==> src/hdl/mie_pkg.sv <==
`default_nettype none

package mie_pkg;

    // ----------------------------------------------------------------
    // Widths
    // ----------------------------------------------------------------
    localparam int MIE_DW = 8;
    localparam int MIE_AW = 8;
    localparam int MIE_PCW = 13;
    localparam int MIE_WDTW = 16;
    localparam int MIE_PSW = 8;

    // ----------------------------------------------------------------
    // Constants
    // ----------------------------------------------------------------
    localparam logic [7:0] MIE_ZERO_BYTE = 8'h00;
    localparam logic [3:0] MIE_BCD_LIMIT = 4'h9;
    localparam logic [3:0] MIE_BCD_FIX = 4'h6;
    localparam logic [7:0] MIE_ACC_RST = 8'h00;
    localparam logic [12:0] MIE_PC_RST = 13'h0000;
    localparam logic [1:0] MIE_CYC_ONE = 2'h1;
    localparam logic [1:0] MIE_CYC_TWO = 2'h2;

    // ----------------------------------------------------------------
    // Operations
    // ----------------------------------------------------------------
    typedef enum logic [4:0] {
        MIE_OP_NOP,
        MIE_OP_ADD,
        MIE_OP_ADC,
        MIE_OP_AND,
        MIE_OP_OR,
        MIE_OP_CPL,
        MIE_OP_INC,
        MIE_OP_DEC,
        MIE_OP_MOV_A_M,
        MIE_OP_MOV_A_X,
        MIE_OP_MOV_M_A,
        MIE_OP_CLR,
        MIE_OP_CLR_BIT,
        MIE_OP_DAA,
        MIE_OP_CALL,
        MIE_OP_JMP,
        MIE_OP_RET,
        MIE_OP_RET_A,
        MIE_OP_INTERRUPT_RETURN_OP,
        MIE_OP_CLR_WDT,
        MIE_OP_HALT
    } mie_op_t;

    // Instruction as handed in by the fetch logic
    typedef struct packed {
        mie_op_t op;
        logic to_mem;
        logic use_imm;
        logic [7:0] imm;
        logic [7:0] addr;
        logic [2:0] bit_sel;
        logic [12:0] target;
    } mie_instr_t;

    typedef struct packed {
        logic signed_wrap_flag;
        logic zero_flag;
        logic half_carry_flag;
        logic carry_flag;
        logic extra_sign_flag;
    } mie_flags_t;

    typedef struct packed {
        logic [7:0] value;
        logic z;
        logic hc;
        logic c;
        logic ov;
        logic sc;
    } mie_alu_out_t;

endpackage : mie_pkg

`default_nettype wire

==> src/hdl/mie_alu.sv <==
`timescale 1ns/100ps
`default_nettype none

module mie_alu (
    // Operation and operands
    input wire mie_pkg::mie_op_t op,
    input wire logic [7:0] a,
    input wire logic [7:0] b,
    input wire logic [2:0] bit_sel,
    input wire logic carry_in,
    input wire logic half_in,
    // Result
    output var mie_pkg::mie_alu_out_t res
);
    import mie_pkg::*;

    logic [8:0] sum;
    logic [4:0] lo_sum;
    logic cin;
    logic [7:0] daa_fix;
    logic [8:0] daa_sum;

    assign cin = (op == MIE_OP_ADC) ? carry_in : 1'b0;
    assign sum = {1'b0, a} + {1'b0, b} + {8'h00, cin};
    assign lo_sum = {1'b0, a[3:0]} + {1'b0, b[3:0]} + {4'h0, cin};

    always_comb begin
        daa_fix = MIE_ZERO_BYTE;
        if ((a[3:0] > MIE_BCD_LIMIT) || half_in) begin
            daa_fix[3:0] = MIE_BCD_FIX;
        end
        if ((a[7:4] > MIE_BCD_LIMIT) || carry_in) begin
            daa_fix[7:4] = MIE_BCD_FIX;
        end
    end
    assign daa_sum = {1'b0, a} + {1'b0, daa_fix};

    always_comb begin
        res = '0;
        unique case (op)
            MIE_OP_ADD, MIE_OP_ADC: begin
                res.value = sum[7:0];
                res.c = sum[8];
                res.hc = lo_sum[4];
                res.ov = (a[7] == b[7]) && (sum[7] != a[7]);
                res.sc = res.ov ^ sum[7];
            end
            MIE_OP_AND: res.value = a & b;
            MIE_OP_OR: res.value = a | b;
            MIE_OP_CPL: res.value = ~b;
            MIE_OP_INC: res.value = b + 8'h01;
            MIE_OP_DEC: res.value = b - 8'h01;
            MIE_OP_MOV_A_M: res.value = b;
            MIE_OP_MOV_A_X: res.value = b;
            MIE_OP_MOV_M_A: res.value = a;
            MIE_OP_CLR: res.value = MIE_ZERO_BYTE;
            MIE_OP_CLR_BIT: begin
                res.value = b;
                res.value[bit_sel] = 1'b0;
            end
            MIE_OP_DAA: begin
                res.value = daa_sum[7:0];
                res.c = daa_sum[8] | carry_in;
            end
            MIE_OP_RET_A: res.value = b;
            default: res.value = a;
        endcase
        res.z = (res.value == MIE_ZERO_BYTE);
    end
endmodule // mie_alu

`default_nettype wire

==> src/hdl/mie_core.sv <==
`timescale 1ns/100ps
`default_nettype none

module mie_core #(
    parameter int STACK_DEPTH = 8,
    parameter int WDT_W = 16,
    parameter int PS_W = 8
) (
    // Clock and reset
    input wire logic mclk,
    input wire logic rst,
    // Instruction issue
    input wire mie_pkg::mie_instr_t instr,
    input wire logic instr_valid,
    output logic instr_ready,
    // Data memory
    output logic [7:0] mem_addr,
    input wire logic [7:0] mem_rdata,
    output logic [7:0] mem_wdata,
    output logic mem_we,
    // Interrupts
    input wire logic irq_pending,
    input wire logic wake,
    output logic global_irq_enable,
    output logic irq_take,
    // Status
    output logic [7:0] acc,
    output logic [12:0] pc,
    output var mie_pkg::mie_flags_t flags,
    output logic halted,
    output logic [WDT_W-1:0] watchdog_counter,
    output logic watchdog_timeout_flag,
    output logic powerdown_flag
);
    import mie_pkg::*;

    typedef enum logic [1:0] {
        MIE_ST_RUN,
        MIE_ST_DUMMY,
        MIE_ST_HALT
    } mie_state_t;

    localparam int SPW = $clog2(STACK_DEPTH);

    mie_state_t state_reg;
    mie_state_t state_next;
    logic [12:0] stack_reg [STACK_DEPTH];
    logic [SPW-1:0] sp_reg;
    logic go;
    logic wake_s1;
    logic wake_s2;
    logic [7:0] operand;
    mie_alu_out_t alu;
    logic is_add;
    logic is_logic;
    logic to_mem_w;
    logic to_acc_w;
    logic push;
    logic pop;

    // ----------------------------------------------------------------
    // Issue control
    // ----------------------------------------------------------------
    assign instr_ready = (state_reg == MIE_ST_RUN);
    assign go = instr_valid && instr_ready;
    assign mem_addr = instr.addr;
    assign operand = instr.use_imm ? instr.imm : mem_rdata;

    // Wake comes from outside the clock domain
    always_ff @(posedge mclk or posedge rst) begin
        if (rst) begin
            wake_s1 <= 1'b0;
            wake_s2 <= 1'b0;
        end else begin
            wake_s1 <= wake;
            wake_s2 <= wake_s1;
        end
    end

    always_comb begin
        state_next = state_reg;
        unique case (state_reg)
            MIE_ST_RUN: begin
                if (go) begin
                    unique case (instr.op)
                        MIE_OP_CALL: state_next = MIE_ST_DUMMY;
                        MIE_OP_JMP: state_next = MIE_ST_DUMMY;
                        MIE_OP_HALT: state_next = MIE_ST_HALT;
                        default: state_next = MIE_ST_RUN;
                    endcase
                end
            end
            MIE_ST_DUMMY: state_next = MIE_ST_RUN;
            MIE_ST_HALT: begin
                if (wake_s2) begin
                    state_next = MIE_ST_RUN;
                end
            end
            // Unused code falls back to running
            default: state_next = MIE_ST_RUN;
        endcase
    end

    always_ff @(posedge mclk or posedge rst) begin
        if (rst) begin
            state_reg <= MIE_ST_RUN;
        end else begin
            state_reg <= state_next;
        end
    end
    assign halted = (state_reg == MIE_ST_HALT);

    // ----------------------------------------------------------------
    // Datapath
    // ----------------------------------------------------------------
    mie_alu u_alu (
        .op(instr.op),
        .a(acc),
        .b(operand),
        .bit_sel(instr.bit_sel),
        .carry_in(flags.carry_flag),
        .half_in(flags.half_carry_flag),
        .res(alu)
    );

    assign is_add = (instr.op == MIE_OP_ADD) || (instr.op == MIE_OP_ADC);
    assign is_logic = (instr.op == MIE_OP_AND) || (instr.op == MIE_OP_OR);

    always_comb begin
        to_mem_w = 1'b0;
        to_acc_w = 1'b0;
        unique case (instr.op)
            MIE_OP_ADD, MIE_OP_ADC: begin
                to_mem_w = instr.to_mem;
                to_acc_w = !instr.to_mem;
            end
            MIE_OP_AND, MIE_OP_OR: begin
                to_mem_w = instr.to_mem;
                to_acc_w = !instr.to_mem;
            end
            MIE_OP_CPL, MIE_OP_INC, MIE_OP_DEC: begin
                to_mem_w = instr.to_mem;
                to_acc_w = !instr.to_mem;
            end
            MIE_OP_MOV_A_M, MIE_OP_MOV_A_X: to_acc_w = 1'b1;
            MIE_OP_MOV_M_A: to_mem_w = 1'b1;
            MIE_OP_CLR, MIE_OP_CLR_BIT: to_mem_w = 1'b1;
            MIE_OP_DAA: to_mem_w = 1'b1;
            MIE_OP_RET_A: to_acc_w = 1'b1;
            default: begin
                to_mem_w = 1'b0;
                to_acc_w = 1'b0;
            end
        endcase
    end

    // Write strobe is combinational, data comes straight from the ALU
    assign mem_we = go && to_mem_w;
    assign mem_wdata = alu.value;

    always_ff @(posedge mclk or posedge rst) begin
        if (rst) begin
            acc <= MIE_ACC_RST;
        end else if (go && to_acc_w) begin
            acc <= alu.value;
        end
    end

    // ----------------------------------------------------------------
    // Flags
    // ----------------------------------------------------------------
    always_ff @(posedge mclk or posedge rst) begin
        if (rst) begin
            flags <= '0;
        end else if (go) begin
            if (is_add) begin
                flags.signed_wrap_flag <= alu.ov;
                flags.zero_flag <= alu.z;
                flags.half_carry_flag <= alu.hc;
                flags.carry_flag <= alu.c;
                flags.extra_sign_flag <= alu.sc;
            end else if (is_logic || (instr.op == MIE_OP_CPL) ||
                         (instr.op == MIE_OP_INC) ||
                         (instr.op == MIE_OP_DEC)) begin
                flags.zero_flag <= alu.z;
            end else if (instr.op == MIE_OP_DAA) begin
                flags.carry_flag <= alu.c;
            end
        end
    end

    // ----------------------------------------------------------------
    // Program counter and stack
    // ----------------------------------------------------------------
    assign push = go && (instr.op == MIE_OP_CALL);
    assign pop = go && ((instr.op == MIE_OP_RET) ||
                        (instr.op == MIE_OP_RET_A) ||
                        (instr.op == MIE_OP_INTERRUPT_RETURN_OP));

    // Stack wraps silently on overflow; depth is a software concern
    always_ff @(posedge mclk or posedge rst) begin
        if (rst) begin
            sp_reg <= '0;
        end else if (push) begin
            sp_reg <= sp_reg + 1'b1;
        end else if (pop) begin
            sp_reg <= sp_reg - 1'b1;
        end
    end

    always_ff @(posedge mclk) begin
        if (push) begin
            stack_reg[sp_reg] <= pc + 13'h0001;
        end
    end

    always_ff @(posedge mclk or posedge rst) begin
        if (rst) begin
            pc <= MIE_PC_RST;
        end else if (go) begin
            unique case (instr.op)
                MIE_OP_CALL, MIE_OP_JMP: pc <= instr.target;
                MIE_OP_RET, MIE_OP_RET_A, MIE_OP_INTERRUPT_RETURN_OP:
                    pc <= stack_reg[sp_reg - 1'b1];
                default: pc <= pc + 13'h0001;
            endcase
        end
    end

    always_ff @(posedge mclk or posedge rst) begin
        if (rst) begin
            global_irq_enable <= 1'b0;
        end else if (go && (instr.op == MIE_OP_INTERRUPT_RETURN_OP)) begin
            global_irq_enable <= 1'b1;
        end else if (irq_take) begin
            global_irq_enable <= 1'b0;
        end
    end

    assign irq_take = global_irq_enable && irq_pending &&
                      (state_reg == MIE_ST_RUN) && !go;

    // ----------------------------------------------------------------
    // Watchdog
    // ----------------------------------------------------------------
    mie_wdt #(
        .WDT_W(WDT_W),
        .PS_W(PS_W)
    ) u_wdt (
        .mclk(mclk),
        .rst(rst),
        .clear_req(go && (instr.op == MIE_OP_CLR_WDT)),
        .halt_req(go && (instr.op == MIE_OP_HALT)),
        .halted(halted),
        .watchdog_counter(watchdog_counter),
        .watchdog_timeout_flag(watchdog_timeout_flag),
        .powerdown_flag(powerdown_flag)
    );
endmodule // mie_core

`default_nettype wire

==> src/hdl/mie_wdt.sv <==
`timescale 1ns/100ps
`default_nettype none

module mie_wdt #(
    parameter int WDT_W = 16,
    parameter int PS_W = 8
) (
    // Clock and reset
    input wire logic mclk,
    input wire logic rst,
    // Control
    input wire logic clear_req,
    input wire logic halt_req,
    input wire logic halted,
    // Status
    output logic [WDT_W-1:0] watchdog_counter,
    output logic watchdog_timeout_flag,
    output logic powerdown_flag
);
    import mie_pkg::*;

    logic [PS_W-1:0] presc_reg;
    logic tick;

    assign tick = &presc_reg;

    // Prescaler and counter, held while the core is in the halt state
    always_ff @(posedge mclk or posedge rst) begin
        if (rst) begin
            presc_reg <= '0;
            watchdog_counter <= '0;
        end else if (clear_req || halt_req) begin
            presc_reg <= '0;
            watchdog_counter <= '0;
        end else if (!halted) begin
            presc_reg <= presc_reg + 1'b1;
            if (tick) begin
                watchdog_counter <= watchdog_counter + 1'b1;
            end
        end
    end

    // Timeout set wins over nothing: clears are instruction-driven only
    always_ff @(posedge mclk or posedge rst) begin
        if (rst) begin
            watchdog_timeout_flag <= 1'b0;
        end else if (clear_req || halt_req) begin
            watchdog_timeout_flag <= 1'b0;
        end else if (!halted && tick && (&watchdog_counter)) begin
            watchdog_timeout_flag <= 1'b1;
        end
    end

    always_ff @(posedge mclk or posedge rst) begin
        if (rst) begin
            powerdown_flag <= 1'b0;
        end else if (halt_req) begin
            powerdown_flag <= 1'b1;
        end else if (clear_req) begin
            powerdown_flag <= 1'b0;
        end
    end
endmodule // mie_wdt

`default_nettype wire

==> config.mk <==
export PLATFORM = sky130hd
export DESIGN_NAME = mie_core
export DESIGN_NICKNAME = d
export VERILOG_FILES = /design/src/hdl/mie_pkg.sv /design/src/hdl/mie_alu.sv /design/src/hdl/mie_core.sv /design/src/hdl/mie_wdt.sv
export SDC_FILE = /design/constraint.sdc
export NUM_CORES = 1
export LEC_CHECK = 0
export BUFFER_PORTS_ARGS = -buffer_cell sky130_fd_sc_hd__buf_2
export CAP_MARGIN = 20
export CORE_UTILIZATION = 53
export CTS_CLUSTER_SIZE = 8
export DETAILED_ROUTE_END_ITERATION = 12
export PLACE_DENSITY = 0.77
export SLEW_MARGIN = 40
export SYNTH_ARGS = -nofsm -noshare
export SYNTH_HDL_FRONTEND = slang
export SYNTH_SLANG_ARGS = --single-unit
export TNS_END_PERCENT = 20
==> constraint.sdc <==
create_clock -name mclk -period 3 [get_ports mclk]
set_input_delay 0.15 -clock mclk [delete_from_list [all_inputs] [get_ports mclk]]
set_output_delay 0.15 -clock mclk [all_outputs]
set_load 0.01 [all_outputs]
== After elaboration in Yosys (flattened, before gate mapping) ==
Memory sizes are Yosys's and may differ from the RTL's.
Cells that the tools add are included.

* Output and inout bits: 65
* Memories kept: 1
* Bits in latches: 0
* Logic and storage cells: 154
* Bits in writable memories: 104
* Register bits: 60
* Bits in read-only memories: 0

* Shifts and indexed selects: 0
* Equality and inequality tests: 27
* $mul: 0
* $lt $le $gt $ge: 4
* $add $sub $neg: 12
* Muxes and demuxes: 37
* Bitwise logic cells: 7
* Reductions and logical operators: 50
* Div/mod/pow operators: 0

{| class="wikitable"
|+ Memories
! memory !! words !! width !! rd ports !! clocked after Yosys merged registers in !! wr ports !! line !! text
|-
| stack_reg || 8 || 13 || 1 || 0 || 1 || mie_core.sv:47 || <nowiki>logic [12:0] stack_reg [STACK_DEPTH];</nowiki>
|}

{| class="wikitable"
|+ Operator list
! operator !! count
|-
| one-hot mux 8 bit (10 select lines) || 1
|-
| 2-to-1 mux 16 bit || 3
|-
| == test 5 x 4 -> 1 bit, second input constant || 8
|-
| one-hot mux 13 bit (2 select lines) || 1
|-
| == test 5 bit, second input constant || 5
|-
| 2-to-1 mux 8 bit || 3
|-
| == test 5 x 3 -> 1 bit, second input constant || 4
|-
| adder 16 x 1 -> 16 bit, second input constant || 1
|-
| adder 8 x 1 -> 8 bit, second input constant || 2
|-
| bitwise AND 8 bit || 2
|-
| 2-to-1 mux 1 bit || 16
|-
| NOT 8 bit || 2
|-
| AND reduction 16 bit || 1
|-
| logical AND 1 bit || 15
|-
| nonzero test 2 bit || 7
|-
| adder 13 x 1 -> 13 bit, second input constant || 1
|-
| 2-to-1 mux 3 bit || 4
|-
| == test 5 x 2 -> 1 bit, second input constant || 2
|-
| logical OR 1 bit || 10
|-
| adder 8 x 7 -> 9 bit || 1
|-
| adder 8 x 8 -> 9 bit || 1
|-
| adder 9 x 1 -> 9 bit || 1
|-
| greater-than comparator 4 bit, second input constant || 2
|-
| zero test 8 bit || 1
|-
| 29 further kinds || 43
|}

== Depth between registers and ports, before layout ==
* Depth in word-level cells: 10
* Gate-level depth with buffers: 16
* Gate-level depth less buffers: 13

== Cells and area by module ==
From an unflattened synthesis, not the netlist that was laid out.

* Cells, all modules: 806
* Area, all modules: 9340.2 um2

{| class="wikitable"
|+ By module, submodules not included
! module !! cells each !! seq. area each (um2) !! times used !! area each (um2)
|-
| mie_core || 408 || 3973.8 || 1 || 6159.7
|-
| mie_alu || 264 || 0.0 || 1 || 1875.5
|-
| mie_wdt || 134 || 650.6 || 1 || 1305.0
|}

== Worst setup path after synthesis ==
OpenSTA, ideal clock, no wires.

* Path kind: input port to flip-flop
* Start: input port instr[37] in the netlist's numbering
* End: register flags[3] in the netlist's numbering
* Path slack: -0.507 ns
* Arrival: 3.415 ns
* Cell stages on the path: 14
* Path buffers: 3
* Cell sequence: buf_4 -> buf_2 -> clkbuf_1 -> nor3_1 -> nand3_1 -> fa_1 -> inv_1 -> fa_1 -> a22oi_1 -> o2111ai_1 -> o32a_1 -> or4_1 -> or4_1 -> o31ai_2

{| class="wikitable"
|+ RTL lines
! item !! line !! text
|-
| start, declared || mie_core.sv:13 || <nowiki>input wire mie_pkg::mie_instr_t instr,</nowiki>
|-
| end, declared || mie_core.sv:29 || <nowiki>output var mie_pkg::mie_flags_t flags,</nowiki>
|}

== Worst setup path in the final report ==
* Start: register acc[5]
* End: output port mem_wdata[7]

* Cells in the longest elaborated chain, start to end: 5

{| class="wikitable"
|+ Ends and longest elaborated chain
! item !! line !! text
|-
| start, declared || mie_core.sv:27 || <nowiki>output logic [7:0] acc,</nowiki>
|-
| start signal, assigned || mie_core.sv:165 || <nowiki>acc <= alu.value;</nowiki>
|-
| branches (longest 4 deep; another with adder 8 x 8 -> 9 bit) || - ||
|-
| one-hot mux 8 bit (10 select lines) * || mie_alu.sv:40 || <nowiki>unique case (op)</nowiki>
|-
| end, declared || mie_core.sv:19 || <nowiki>output logic [7:0] mem_wdata,</nowiki>
|}

Mark *: on every way between the ends.

==> impl_metrics.py <==
metrics = {
    "outcome": {
        "status": "finished with violations",
        "failed_checks": "negative setup slack",
    },
    "routing": {
        "drt_first_pass_iters": 7,
        "ant_nets": 0,
        "wire_per_inst_microns": 20.46,
        "wirelength_microns": 24530,
        "drt_iter0_markers": 561,
        "dr_total_vias": 7150,
        "drc": 0,
        "vias_per_cell": 5.963,
    },
    "cts": {
        "numCtsBuffers": 17,
        "insertion_delay_ns": 0.44,
        "cts_tree": "built",
        "clockBufferDepth": 2,
        "ctsHtreeMaxLevel": 4,
        "cts.sinks": 164,
        "path_clk_slew_ns": 0.07,
        "cts_root_buffer": "clkbuf_16",
    },
    "placed_design": {
        "place_ws_ns": -0.3349,
        "io_buffers": 100,
        "gp_congestion": 0.9746,
        "place_hpwl_microns": 17340,
        "placedCellCount": 1162,
    },
    "pwr": {
        "vdd_drop_max_mv": 0.6287,
        "leakage_nw": 4.505,
        "power_density_nw_per_um2": 826.6,
    },
    "die": {
        "core_sq_um": 16700,
        "io_pins": 117,
        "die_h_microns": 133.3,
        "die_x_microns": 133.3,
        "num_rows": 47,
        "start_util": 0.5470,
        "die_area_sq_um": 17760,
    },
    "finish": {
        "largest_register_ffs": 104,
        "area_growth_pct": 20.74,
        "drive_gt1_frac": 0.3129,
        "fillers": 1298,
        "final_cells": 1199,
        "nets": 1050,
    },
    "global_route": {
        "grt_max_degree": 32,
        "grt_pass1_wl_microns": 37740,
        "antenna_found_initial": 0,
        "grt-ovfl-total": 0,
        "grt_usage": 0.2851,
        "grt_pass1_vias": 7055,
    },
    "hold_path": {
        "hp-start": "instr[1]",
        "hold_path_end": "pc[1]",
        "worstHoldPathCells": 3,
        "hold_class": "in2reg",
    },
    "synthesis": {
        "ys.flop_type": "edfxtp_1",
        "syn_nets": 894,
        "ys_top_cells_by_area": "edfxtp_1 (34%), dfrtp_1 (16%), mux4_2 (6.4%), ha_1 (4.1%), nand2_1 (3.7%)",
        "synth_area_per_cell_sq_um": 11.29,
        "synth_edf_count": 104,
        "yosysUniqueCellTypes": 74,
        "post-synth-top-area-fraction": 0.3419,
        "yosys_warnings": 0,
        "ys_seq_area_frac": 0.5062,
        "syn-cell-area_sq_um": 9135,
        "synthTopCellsByCount": "edfxtp_1 (104), nand2_1 (89), dfrtp_1 (60)",
        "synthCells": 809,
        "synth_seq_cells": 164,
        "async_reset_ff_frac": 0.3659,
        "synth_most_common_cell": "edfxtp_1",
        "synth_largest_area_cell": "edfxtp_1",
    },
    "setup_path": {
        "worstPathCellList": "o21ai_0 -> nand2b_2 -> ha_1 -> nand2_1 -> o21ai_2 -> xnor2_1 -> a221oi_1 -> o31ai_1 -> buf_4 -> nor4bb_4 -> nor3_4 -> buf_2",
        "required_ns": 2.85,
        "slowest_delay_ns": 0.39,
        "reg2reg_to": "flags[3]",
        "worstPathMaxFanout": 3,
        "critPathKind": "reg2out",
        "end_kind": "output port",
        "r2r-start": "acc[0]",
        "critPathLaunchType": "flip-flop",
        "critical_path_arrival_ns": 3.04,
        "crit_path_top_delay_cell": "dfrtp_1",
        "r2r_slack_ns": -0.15,
        "reg2regPathDepth": 10,
    },
    "sta": {
        "fin_ws_ns": -0.1907,
        "fmax_ghz": 0.3134,
        "finalSetupViolCount": 5,
        "fin_worst_skew_ns": 0.01729,
        "period_share": 1.064,
        "tightest_slew_ns": 0.6833,
        "rsz0062_at_grt": "true",
        "fin_crit_ns": 3.191,
        "slew_violations": 0,
        "hold_viol": 0,
        "max_slew_margin": 0.5412,
    },
    "run": {
        "max_cap_violations": 0,
    },
}
worst max-delay path, delay by kind of cell, from the launching register on:
kind                     cells  cell delay (ns)
buffers and inverters        2             0.32
flip-flops                   1             0.39
adder cells (fa/ha/maj)      1             0.33
XOR/XNOR                     1             0.09
AND/OR/NAND/NOR              4             0.64
AO/OA/AOI/OAI                4             0.85
per-layer routing:
layer,vias to the layer above,share of wire,track usage
li1,3300,-,-
met1,3512,0.40,0.3460
met2,271,0.51,0.4890
met3,67,0.058,0.06583
met4,0,0.029,0.1187
met5,-,0,0
logic make-up after synthesis:
logic type	synth area share
fa+ha+maj	0.04766
simple gates	0.1523
mux	0.08533
compound gates	0.1153
xor+xnor	0.04602
buf+inv	0.04712
flops	0.5062
per-stage QoR:
stage | util | area (sq um) | hold WS (ns) | TNS [ns] | total power [mW]
6_report | 0.6604 | 11030 | 0.01132 | -0.5445 | 9.117
5_1_grt | 0.6602 | 11030 | 0.01144 | -1.282 | 9.595
4_1_cts | 0.6571 | 10970 | 0.006411 | -0.4635 | 9.035
3_5_place_dp | 0.6176 | 10310 | 0.08038 | -0.8681 | 6.838
3_3_place_gp | 0.6176 | 10310 | 0.07877 | -0.5440 | 6.760
2_1_floorplan | - | 9165 | 0.1814 | -0.3696 | 5.559
layout make-up:
| type | instances | area, sq um | share of cell area |
|---|---|---|---|
| Clock buffer | 19 | 442.9 | 0.04016 |
| Sequential cell | 164 | 4626 | 0.4194 |
| Clock inverter | 13 | 123.9 | 0.01123 |
| Antenna cell | 1 | 2.502 | 0.0002269 |
| Timing Repair Buffer | 195 | 1222 | 0.1108 |
| Inverter | 30 | 112.6 | 0.01021 |
| Tap cell | 220 | 275.3 | 0.02496 |
| Multi-Input combinational cell | 557 | 4224 | 0.3830 |
cells in the final DEF, fill, tap and decap left out, types with 17 or more instances in the layout:
cell type / synthesis / layout
edfxtp_1: 104 / 104
buf_2: 8 / 100
buf_4: 22 / 92
nand2_1: 89 / 89
dfrtp_1: 60 / 59
nor2_1: 57 / 57
o21ai_0: 37 / 35
a21oi_1: 39 / 35
inv_1: 30 / 29
xnor2_1: 28 / 28
ha_1: 30 / 27
mux4_2: 26 / 26
nand3_1: 22 / 21
xor2_1: 20 / 20
clkbuf_16: 0 / 17
worst max path at each step:
stage	end	slack [ns]	from
2_1_floorplan	flags[3]	-0.37	instr[36]
6_report	mem_wdata[7]	-0.19	acc[5]
3_5_place_dp	flags[3]	-0.33	instr[32]
5_1_grt	mem_wdata[7]	-0.34	flags[1]
4_1_cts	mem_wdata[7]	-0.17	acc[1]
3_3_place_gp	flags[3]	-0.31	instr[32]
power by group:
part | switching, mW | total [mW] | internal, mW
Clock | 0.930 | 2.11 | 1.18
Combinational | 2.13 | 3.83 | 1.70
Sequential | 0.299 | 3.18 | 2.88
Total | 3.35 | 9.12 | 5.76
repair_timing:
item | in CTS | in global routing
cloned | 0 | 0
setup buffers | 2 | 0
hold buffers | 2 | 0
endpoints found under the setup margin | 6 | 7
resized for setup | 15 | 7
hold endpoints to repair | 30 | 0
pin swaps | 8 | 5
Power figures use the tool's default switching activity.
